===== config.mk =====
export PLATFORM = sky130hd
export DESIGN_NAME = frd_cmd
export DESIGN_NICKNAME = d
export VERILOG_FILES = /design/src/frd_hdr_rom.v /design/src/frd_cmd.v
export VERILOG_INCLUDE_DIRS = /design/src
export SDC_FILE = /design/constraint.sdc
export NUM_CORES = 1
export LEC_CHECK = 0
export ABC_AREA = 0
export BUFFER_PORTS_ARGS = -buffer_cell sky130_fd_sc_hd__clkbuf_2
export CAP_MARGIN = 20
export CORE_ASPECT_RATIO = 0.7
export CORE_UTILIZATION = 30
export DETAILED_ROUTE_END_ITERATION = 8
export HOLD_SLACK_MARGIN = 0.1
export PLACE_DENSITY = 0.52
export SLEW_MARGIN = 20
export SYNTH_ARGS = -nofsm -noshare
export SYNTH_HDL_FRONTEND = slang
export SYNTH_SLANG_ARGS = --single-unit

===== constraint.sdc =====
create_clock -name clk_sys_i -period 7.04 [get_ports clk_sys_i]
set_input_delay 0.352 -clock clk_sys_i [delete_from_list [all_inputs] [get_ports clk_sys_i]]
set_output_delay 0.352 -clock clk_sys_i [all_outputs]
set_load 0.01 [all_outputs]

===== src/frd_map.vh =====
`ifndef FRD_MAP_VH
`define FRD_MAP_VH
// opcodes
`define FRD_OP_RESET_ARM    8'h66
`define FRD_OP_RESET        8'h99
`define FRD_OP_NOP          8'h00
`define FRD_OP_UID_READ     8'h4b
`define FRD_OP_TABLE_READ   8'h5a
// command framing
`define FRD_UID_DUMMY_BYTES 3'd4
`define FRD_TBL_ADDR_BYTES  3'd3
`define FRD_TBL_DUMMY_BYTES 3'd1
`define FRD_UID_BITS        8'd128
// timing
`define FRD_CLK_MHZ         250
`define FRD_RESET_LOW_US    1
`define FRD_RESET_LOW_CYC   (`FRD_RESET_LOW_US * `FRD_CLK_MHZ)
// discovery header area
`define FRD_HDR_LAST        8'h17
`define FRD_HDR_FILL        8'hff
`endif


===== src/frd_hdr_rom.v =====
`timescale 1ns/1ns
`include "frd_map.vh"
module frd_hdr_rom #(
  parameter [7:0] VENDOR_ID = 8'h5c  // arbitrary neutral value
) (
  input  wire [7:0] addr_i,
  output reg  [7:0] data_o
);
  always @* begin
    case (addr_i)
      8'h00: data_o = 8'h53;
      8'h01: data_o = 8'h46;
      8'h02: data_o = 8'h44;
      8'h03: data_o = 8'h50;
      8'h04: data_o = 8'h00;
      8'h05: data_o = 8'h01;
      8'h06: data_o = 8'h01;
      8'h08: data_o = 8'h00;
      8'h09: data_o = 8'h00;
      8'h0a: data_o = 8'h01;
      8'h0b: data_o = 8'h09;
      8'h0c: data_o = 8'h30;
      8'h0d: data_o = 8'h00;
      8'h0e: data_o = 8'h00;
      8'h10: data_o = VENDOR_ID;
      8'h11: data_o = 8'h00;
      8'h12: data_o = 8'h01;
      8'h13: data_o = 8'h03;
      8'h14: data_o = 8'h60;
      8'h15: data_o = 8'h00;
      8'h16: data_o = 8'h00;
      default: data_o = `FRD_HDR_FILL;
    endcase
  end
endmodule // frd_hdr_rom


===== src/frd_cmd.v =====
`timescale 1ns/1ns
`include "frd_map.vh"
module frd_cmd #(
  parameter [127:0] UNIQUE_ID     = 128'h0123456789abcdeffedcba9876543210,
  parameter [7:0]   VENDOR_ID     = 8'h5c,
  parameter integer RESET_LOW_CYC = `FRD_RESET_LOW_CYC
) (
  input  wire clk_sys_i,
  input  wire rst_n_i,
  input  wire reset_pin_n_i,
  input  wire cs_n_i,
  input  wire sclk_i,
  input  wire si_i,
  input  wire wr_busy_i,
  input  wire wel_set_i,
  input  wire lock_all_i,
  output reg  so_o,
  output reg  so_oe_o,
  output reg  write_enable_latch_o,
  output reg  write_in_progress_o,
  output reg  block_lock_o,
  output reg  abort_o,
  output reg  reset_arm_o,
  output reg  in_reset_o
);
  localparam [2:0] ST_OPC = 3'd0;
  localparam [2:0] ST_UID_DUMMY = 3'd1;
  localparam [2:0] ST_UID_OUT = 3'd2;
  localparam [2:0] ST_TBL_ADDR = 3'd3;
  localparam [2:0] ST_TBL_DUMMY = 3'd4;
  localparam [2:0] ST_TBL_OUT = 3'd5;
  localparam [2:0] ST_IGNORE = 3'd6;
  localparam [0:0] WEL_DEFAULT  = 1'b0;
  localparam [0:0] WIP_DEFAULT  = 1'b0;
  localparam [0:0] LOCK_DEFAULT = 1'b1;

  reg  [2:0]  state_reg;
  reg  [2:0]  bit_cnt_reg;
  reg  [2:0]  byte_cnt_reg;
  reg  [7:0]  shift_reg;
  reg  [7:0]  addr_reg;
  reg  [7:0]  out_byte_reg;
  reg  [6:0]  uid_idx_reg;
  reg         sclk_d_reg;
  reg  [31:0] low_cnt_reg;
  wire [7:0]  rom_data;
  wire        rise;
  wire        fall;
  wire [7:0]  byte_in;
  wire        byte_done;
  wire        pin_reset;
  reg         sw_reset;

  assign rise      = sclk_i & ~sclk_d_reg & ~cs_n_i;
  assign fall      = ~sclk_i & sclk_d_reg & ~cs_n_i;
  assign byte_in   = {shift_reg[6:0], si_i};
  assign byte_done = rise & (bit_cnt_reg == 3'd7);
  assign pin_reset = ~reset_pin_n_i;

  frd_hdr_rom #(.VENDOR_ID(VENDOR_ID)) u_rom (
    .addr_i (addr_reg),
    .data_o (rom_data)
  );

  // id bits, picked msb first by index
  wire [127:0] uid_vec;
  genvar       g;
  generate
    for (g = 0; g < 128; g = g + 1) begin : g_uid
      assign uid_vec[g] = UNIQUE_ID[g];
    end
  endgenerate

  // opcode decode of the byte completing on this edge
  wire        op_arm;
  wire        op_reset;
  wire        op_uid;
  wire        op_tbl;

  assign op_arm   = (byte_in == `FRD_OP_RESET_ARM);
  assign op_reset = (byte_in == `FRD_OP_RESET);
  assign op_uid   = (byte_in == `FRD_OP_UID_READ);
  assign op_tbl   = (byte_in == `FRD_OP_TABLE_READ);

  always @* begin
    sw_reset = 1'b0;
    if (state_reg == ST_OPC && byte_done && op_reset && reset_arm_o)
      sw_reset = 1'b1;
  end

  // reset pin low-time counter
  reg  [31:0] low_cnt_next;
  reg         in_reset_next;

  always @* begin
    low_cnt_next  = low_cnt_reg;
    in_reset_next = in_reset_o;
    if (pin_reset) begin
      if (low_cnt_reg < RESET_LOW_CYC)
        low_cnt_next = low_cnt_reg + 32'd1;
      else
        in_reset_next = 1'b1;
    end else begin
      low_cnt_next  = 32'd0;
      in_reset_next = 1'b0;
    end
  end

  always @(posedge clk_sys_i or negedge rst_n_i) begin
    if (!rst_n_i) begin
      sclk_d_reg  <= 1'b0;
      low_cnt_reg <= 32'd0;
      in_reset_o  <= 1'b0;
    end else begin
      sclk_d_reg  <= sclk_i;
      low_cnt_reg <= low_cnt_next;
      in_reset_o  <= in_reset_next;
    end
  end

  // volatile status flags, power-on values restored by either reset
  reg         wel_next;
  reg         wip_next;
  reg         lock_next;
  reg         abort_next;
  reg         arm_next;

  always @* begin
    wel_next   = write_enable_latch_o;
    wip_next   = wr_busy_i;
    lock_next  = block_lock_o;
    abort_next = 1'b0;
    arm_next   = reset_arm_o;
    if (pin_reset) begin
      wel_next   = WEL_DEFAULT;
      wip_next   = WIP_DEFAULT;
      lock_next  = LOCK_DEFAULT;
      abort_next = write_in_progress_o;
      arm_next   = 1'b0;
    end else if (sw_reset) begin
      wel_next   = WEL_DEFAULT;
      wip_next   = WIP_DEFAULT;
      lock_next  = LOCK_DEFAULT;
      abort_next = write_in_progress_o;
      arm_next   = 1'b0;
    end else begin
      if (wel_set_i)
        wel_next = 1'b1;
      if (lock_all_i)
        lock_next = 1'b1;
      if (state_reg == ST_OPC && byte_done)
        arm_next = op_arm;
    end
  end

  always @(posedge clk_sys_i or negedge rst_n_i) begin
    if (!rst_n_i) begin
      write_enable_latch_o <= WEL_DEFAULT;
      write_in_progress_o  <= WIP_DEFAULT;
      block_lock_o         <= LOCK_DEFAULT;
      abort_o              <= 1'b0;
      reset_arm_o          <= 1'b0;
    end else begin
      write_enable_latch_o <= wel_next;
      write_in_progress_o  <= wip_next;
      block_lock_o         <= lock_next;
      abort_o              <= abort_next;
      reset_arm_o          <= arm_next;
    end
  end

  // serial input shifter
  always @(posedge clk_sys_i or negedge rst_n_i) begin
    if (!rst_n_i) begin
      bit_cnt_reg <= 3'd0;
      shift_reg   <= 8'h00;
    end else if (pin_reset || sw_reset || cs_n_i) begin
      bit_cnt_reg <= 3'd0;
    end else if (rise) begin
      shift_reg   <= byte_in;
      bit_cnt_reg <= bit_cnt_reg + 3'd1;
    end
  end

  // command sequencer and serial output
  always @(posedge clk_sys_i or negedge rst_n_i) begin
    if (!rst_n_i) begin
      state_reg    <= ST_OPC;
      byte_cnt_reg <= 3'd0;
      addr_reg     <= 8'h00;
      out_byte_reg <= 8'h00;
      uid_idx_reg  <= 7'd0;
      so_o         <= 1'b0;
      so_oe_o      <= 1'b0;
    end else if (pin_reset) begin
      state_reg <= ST_OPC;
      so_oe_o   <= 1'b0;
      so_o      <= 1'b0;
    end else if (sw_reset) begin
      state_reg <= ST_OPC;
      so_oe_o   <= 1'b0;
    end else begin
      if (cs_n_i) begin
        state_reg <= ST_OPC;
        so_oe_o   <= 1'b0;
      end else begin
        case (state_reg)
          // opcode byte
          ST_OPC: begin
            if (byte_done) begin
              byte_cnt_reg <= 3'd0;
              if (op_uid)
                state_reg <= ST_UID_DUMMY;
              else if (op_tbl)
                state_reg <= ST_TBL_ADDR;
              else
                state_reg <= ST_IGNORE;
            end
          end
          ST_UID_DUMMY: begin
            if (byte_done) begin
              byte_cnt_reg <= byte_cnt_reg + 3'd1;
              if (byte_cnt_reg == `FRD_UID_DUMMY_BYTES - 3'd1) begin
                state_reg   <= ST_UID_OUT;
                uid_idx_reg <= 7'd127;
              end
            end
          end
          ST_UID_OUT: begin
            if (fall) begin
              so_oe_o     <= 1'b1;
              so_o        <= uid_vec[uid_idx_reg];
              uid_idx_reg <= uid_idx_reg - 7'd1;
              if (uid_idx_reg == 7'd0)
                state_reg <= ST_IGNORE;
            end
          end
          ST_TBL_ADDR: begin
            if (byte_done) begin
              byte_cnt_reg <= byte_cnt_reg + 3'd1;
              addr_reg     <= byte_in;
              if (byte_cnt_reg == `FRD_TBL_ADDR_BYTES - 3'd1) begin
                state_reg    <= ST_TBL_DUMMY;
                byte_cnt_reg <= 3'd0;
              end
            end
          end
          ST_TBL_DUMMY: begin
            if (byte_done) begin
              state_reg    <= ST_TBL_OUT;
              out_byte_reg <= rom_data;
              addr_reg     <= addr_reg + 8'h01;
            end
          end
          ST_TBL_OUT: begin
            if (fall) begin
              so_oe_o      <= 1'b1;
              so_o         <= out_byte_reg[7];
              out_byte_reg <= {out_byte_reg[6:0], 1'b0};
            end
            if (byte_done) begin
              out_byte_reg <= rom_data;
              addr_reg     <= addr_reg + 8'h01;
            end
          end
          ST_IGNORE: begin
            if (fall)
              so_oe_o <= 1'b0;  // last id bit stands a full sclk cycle
          end
          default: begin
            state_reg <= ST_IGNORE;
            so_oe_o   <= 1'b0;
          end
        endcase
      end
    end
  end
endmodule // frd_cmd


Word-level counts from Yosys, hierarchy flattened
Memories as Yosys holds them, arrays and structs flattened.
Index checks and enable logic that the tools add are counted.

word-level totals
  memories = 2
  register bits = 80
  output and inout port bits = 8
  input bits = 9
  word-level logic and storage cells = 169
  memory bits (read-only) = 384

operators by class
  reductions and logical operators = 26
  add/subtract/negate cells = 5
  magnitude comparators = 2
  bitwise gates (word level) = 11
  equality and inequality tests = 42
  mux-type cells = 64

memories
  name              words  width  rd ports  clocked after memory_dff  write ports  RTL line          text
  (name not given)  32     8      1         0                         0            frd_hdr_rom.v:10  case (addr_i)
  (name not given)  128    1      1         0                         0            frd_cmd.v:232     so_o <= uid_vec[uid_idx_reg];

operators with widths
  kind                                                         count
  2-to-1 mux 32 bit                                            2
  2-to-1 mux 3 bit                                             19
  2-to-1 mux 8 bit                                             6
  inequality test 5 bit, second input constant                 9
  adder 32 x 1 -> 32 bit, second input constant                1
  less-than comparator 32 x 8 -> 1 bit, second input constant  1
  one-hot mux 8 bit (2 select lines)                           2
  2-to-1 mux 1 bit                                             27
  equality test 8 x 7 -> 1 bit, second input constant          3
  2-to-1 mux 7 bit                                             3
  inequality test 2 bit, second input constant                 9
  one-hot mux 3 bit (6 select lines)                           1
  one-hot mux 7 bit (2 select lines)                           1
  AND reduction 7 bit                                          2
  equality test 3 x 2 -> 1 bit, second input constant          4
  equality test 3 bit, second input constant                   4
  inequality test 3 x 1 -> 1 bit, second input constant        4
  AND reduction 6 bit                                          2
  nonzero test 2 bit                                           5
  inequality test 3 bit, second input constant                 3
  one-hot mux 3 bit (3 select lines)                           1
  AND reduction 9 bit                                          1
  adder 8 x 1 -> 8 bit, second input constant                  1
  equality test 8 bit, second input constant                   1
  other kinds (21)                                             38

Logic depth before layout (Yosys ltp)
  depth after elaboration = 12
  gate-level depth with buffers = 9
  gate-level depth less buffers = 7

Cells and area by module
A second synthesis with hierarchy kept.

unflattened totals
  cell total of the unflattened synthesis = 458
  area total of the unflattened synthesis = 4461.8 um^2

modules (own cells, without submodules)
  module       cells each  area each (um^2)  sequential area each (um^2)  instances
  frd_cmd      414         4175.3            1976.9                       1
  frd_hdr_rom  44          286.5             0.0                          1

Least setup slack after synthesis
No wires, ideal clock.

  kind = reg-to-reg
  from = register bit_cnt_reg[0]
  to = register byte_cnt_reg[0]
  library setup time = 0.125 ns
  cell stages (with the launch flop) = 9
  period minus slack after synthesis = 2.212 ns
  setup slack = 4.828 ns
  arrival = 2.087 ns
  buffers on the path = 1
  data required time = 6.915 ns
  cells stage by stage = dfrtp_1 -> ha_1 -> ha_1 -> nand4bb_4 -> or4_1 -> buf_4 -> o21ai_2 -> or4_1 -> mux2_2

on the way
  longest elaborated chain between the ends = 8
  elaborated cells between the ends (all ways) = 11
  those cells by class = eq/ne (4); mux (1); bitwise (2); reduce/logical (4)

RTL lines
  what                               RTL line       text
  from (decl)                        frd_cmd.v:38   reg [2:0] bit_cnt_reg;
  from (signal assigned)             frd_cmd.v:181  bit_cnt_reg <= bit_cnt_reg + 3'd1;
  equality test 3 bit (*)            frd_cmd.v:57   assign byte_done = rise & (bit_cnt_reg == 3'd7);
  AND 1 bit (*)                      frd_cmd.v:57
  logical AND 1 bit (3 in a row)     frd_cmd.v:87   if (state_reg == ST_OPC && byte_done && op_reset && reset_arm_o)
  2-to-1 mux 1 bit                   frd_cmd.v:87
  NOT 1 bit (no line)                n/a
  AND reduction 7 bit (no line) (*)  n/a
  to (signal assigned)               frd_cmd.v:222  byte_cnt_reg <= byte_cnt_reg + 3'd1;
  to (signal assigned)               frd_cmd.v:240  byte_cnt_reg <= byte_cnt_reg + 3'd1;
  to (decl)                          frd_cmd.v:39   reg [2:0] byte_cnt_reg;

Every way passes the cells marked *; elsewhere a longest branch is shown, timed or not.
A chain may end at the register's enable or synchronous reset.

Worst setup path in the final report
  from = register bit_cnt_reg[0]
  to = register out_byte_reg[0]

on the way
  longest elaborated chain between the ends = 8
  elaborated cells between the ends (all ways) = 12
  those cells by class = eq/ne (3); mux (3); bitwise (2); reduce/logical (4)

RTL lines
  what                            RTL line       text
  equality test 3 bit (*)         frd_cmd.v:57
  AND 1 bit (*)                   frd_cmd.v:57
  logical AND 1 bit (3 in a row)  frd_cmd.v:87
  2-to-1 mux 1 bit                frd_cmd.v:87
  NOT 1 bit (no line)             n/a
  AND reduction 6 bit (no line)   n/a
  to (signal assigned)            frd_cmd.v:251  out_byte_reg <= rom_data;
  to (signal assigned)            frd_cmd.v:259  out_byte_reg <= {out_byte_reg[6:0], 1'b0};
  to (signal assigned)            frd_cmd.v:262  out_byte_reg <= rom_data;
  to (decl)                       frd_cmd.v:42   reg [7:0] out_byte_reg;

Marked as above.

==> results.toml <==
[clock_network]
post-cts-setup-buffer-count = 0
path_clk_slew_ns = 0.06
post_cts_resized = 0
cts_sinks = 79
tritoncts = "done"
numCtsBuffers = 9
clockRootBuffer = "clkbuf_16"
htreeDepth = 3
cts_hold_buf = 0
clockBufferDepth = 2
clk_latency_ns = 0.34

[cells_and_area]
fillCellCount = 1468
synthToLayoutAreaGrowth_pct = 10.9
multi_input_area_sq_um = 2360
final_cell_mix = "dfrtp_1 (79), nor2_1 (34), nor2b_1 (33)"
register_area_sq_um = 1980
layout.cells.most_common = "dfrtp_1"
largest_reg_flops = 32
drive_gt1_frac = 0.145
insertedDiodeCount = 0
final_nets = 477

[sta]
tightest_slew_ns = 0.823
finalClockSkew_ns = 0.00724
tns_ns = 0
fin_crit_ns = 2.68
fmax_mhz = 373
setup_viol = 0
setup_ws_ns = 4.36
finalHoldViolations = 0
finalCritPeriodShare = 0.381
slew_viol_final = 0
maxSlewHeadroom = 0.447
rsz0062_at_grt = "no"

[detailed_routing]
viasPerCell = 5.08
wire_per_inst_um = 14.0
first_iter_violations = 233
drtAntennaViolNets = 0
drc = 0
totalWireLength_mm = 9.10
dr.pass1.iters = 6
dr_total_vias = 3300

[power_and_ir_drop]
p_per_area_nw_per_um2 = 228
seq_power_share = 0.468
p_sw_uw = 325
leakagePower_nw = 2.15
p_clk_frac = 0.367
switching_share = 0.286
ir_drop_uv = 103
cell_internal_pwr_uw = 812
combPwrFrac = 0.165

[grt]
grt.total_usage = 0.127
grt_antenna_before_repair = 0
overflow = 0
grt_first_pass_wirelength_mm = 15.8
grt_max_degree = 80
grt_pass1_vias = 3100

[synthesis]
synth_seq_area_share = 0.439
netlist-cell-type-count = 74
yosys.area.top_type_share = 0.439
synth_top_cell_by_area = "dfrtp_1"
synth-async-reset-ratio = 1.00
ys.flop_type = "dfrtp_1"
yosys_warnings = 0
postSynthNetCount = 474
netlist_instances = 447
ys_ff_latch = 79
synth.area.top_cells = "dfrtp_1 (44%), ha_1 (5.0%), nor2b_1 (4.6%)"
syn-cell-area_sq_um = 4500
synth_edf_count = 0
synth_area_per_cell_sq_um = 10.1

[setup_path]
worstPathMaxFanout = 15
critPathKind = "reg -> reg"
rrSetupSlack_ns = 4.36
required_ns = 7.26
start_kind = "register"
cp.arrival_ns = 2.90
rr_startpoint = "bit_cnt_reg[0]$_DFFE_PN0P_"
r2r_end = "out_byte_reg[0]$_DFFE_PN0P_"
reg2reg_depth = 6
endpoint_kind = "register"

[placed_design]
dp_slack_ns = 4.38
numPortBuffers = 14
gp_congestion = 0.807
dp_hpwl_mm = 6.30

[die]
die_area_sq_um = 15500
row_count = 37
coreArea_sq_um = 14700
initial_core_util = 0.307
ioPinCount = 17
fp.dieH_um = 105
die_w_um = 148

[min_path]
worstHoldPathType = "in -> async"

[run]
cap_violations = 0

[run_status]
status = "completed"
==> power by group through the flow <==
stage | clock (mW) | sequential [mW] | combinational [mW]
finish | 0.417 | 0.532 | 0.187
global route | 0.449 | 0.541 | 0.210
CTS | 0.433 | 0.532 | 0.188
detailed placement | 0 | 0.540 | 0.187
global placement | 0 | 0.540 | 0.185
floorplan | 0 | 0.514 | 0.164
==> critical path: stages (launching register included) <==
cell and delay, ns:
dfrtp_1 0.36, ha_1 0.15, ha_1 0.27, nand4bb_4 0.16, or4_1 0.62, o211ai_2 0.60
mux2_2 0.40
==> stage by stage <==
step	hold WS, ns	utilization	instances	cell area [sq um]	power, mW
6_report	0.0520	0.340	649	4990	1.14
5_1_grt	0.112	0.340	649	4990	1.20
4_1_cts	0.197	0.340	649	4990	1.15
3_5_place_dp	0.471	0.322	634	4730	0.727
3_3_place_gp	0.460	0.322	634	4730	0.724
2_1_floorplan	0.0564	-	447	4500	0.678
==> how the worst max path moves through the flow <==
stage	from	end	slack (ns)	depth (start not counted)
after floorplan	bit_cnt_reg[0]$_DFFE_PN0P_	byte_cnt_reg[0]$_DFFE_PN0P_	4.83	8
after global placement	bit_cnt_reg[0]$_DFFE_PN0P_	out_byte_reg[0]$_DFFE_PN0P_	4.41	6
after detailed placement	bit_cnt_reg[0]$_DFFE_PN0P_	out_byte_reg[0]$_DFFE_PN0P_	4.38	6
after CTS	bit_cnt_reg[0]$_DFFE_PN0P_	out_byte_reg[0]$_DFFE_PN0P_	4.36	6
after global routing	bit_cnt_reg[0]$_DFFE_PN0P_	out_byte_reg[0]$_DFFE_PN0P_	4.20	6
final	bit_cnt_reg[0]$_DFFE_PN0P_	out_byte_reg[0]$_DFFE_PN0P_	4.36	6
==> per-layer routing <==
| layer | part of all wire | wire [um] | global-route usage | vias up |
|---|---|---|---|---|
| li1 | - | - | - | 1626 |
| met1 | 0.53 | 4800 | 0.188 | 1638 |
| met2 | 0.44 | 3970 | 0.178 | 28 |
| met3 | 0.026 | 236 | 0.0351 | 8 |
| met4 | 0.010 | 93 | 0.0376 | 0 |
| met5 | 0 | 0 | 0 | - |
==> cell usage after synthesis, drive strengths merged (6+ instances only) <==
cell	number
buf	8
nor2b	33
nand2	30
nor3	8
clkbuf	15
nand3	16
inv	18
o21ai	19
mux2	12
nor4	10
a21oi	28
nand2b	13
nor2	35
a31oi	9
o22a	6
dfrtp	79
o211ai	6
ha	18
==> layout make-up <==
class,count,share of cell area
timing repair buffer,15,0.0168
clock inverter,6,0.00727
clock buffer,9,0.0451
inverter,18,0.0135
sequential,79,0.396
multi-input combinational,327,0.473
tap,195,0.0489
==> cells by family (layout without fill, tap and decap cells) <==
family          Yosys count  after routing  synth area share
other cells               1              1          0.000833
xor+xnor                  6              6            0.0117
simple gates            177            177             0.232
compound gates          104            104             0.160
buf+inv                  41             48            0.0372
mux                      21             21            0.0697
fa+ha+maj                18             18            0.0500
flops                    79             79             0.439
No activity file was read; power rests on OpenSTA's default activity.
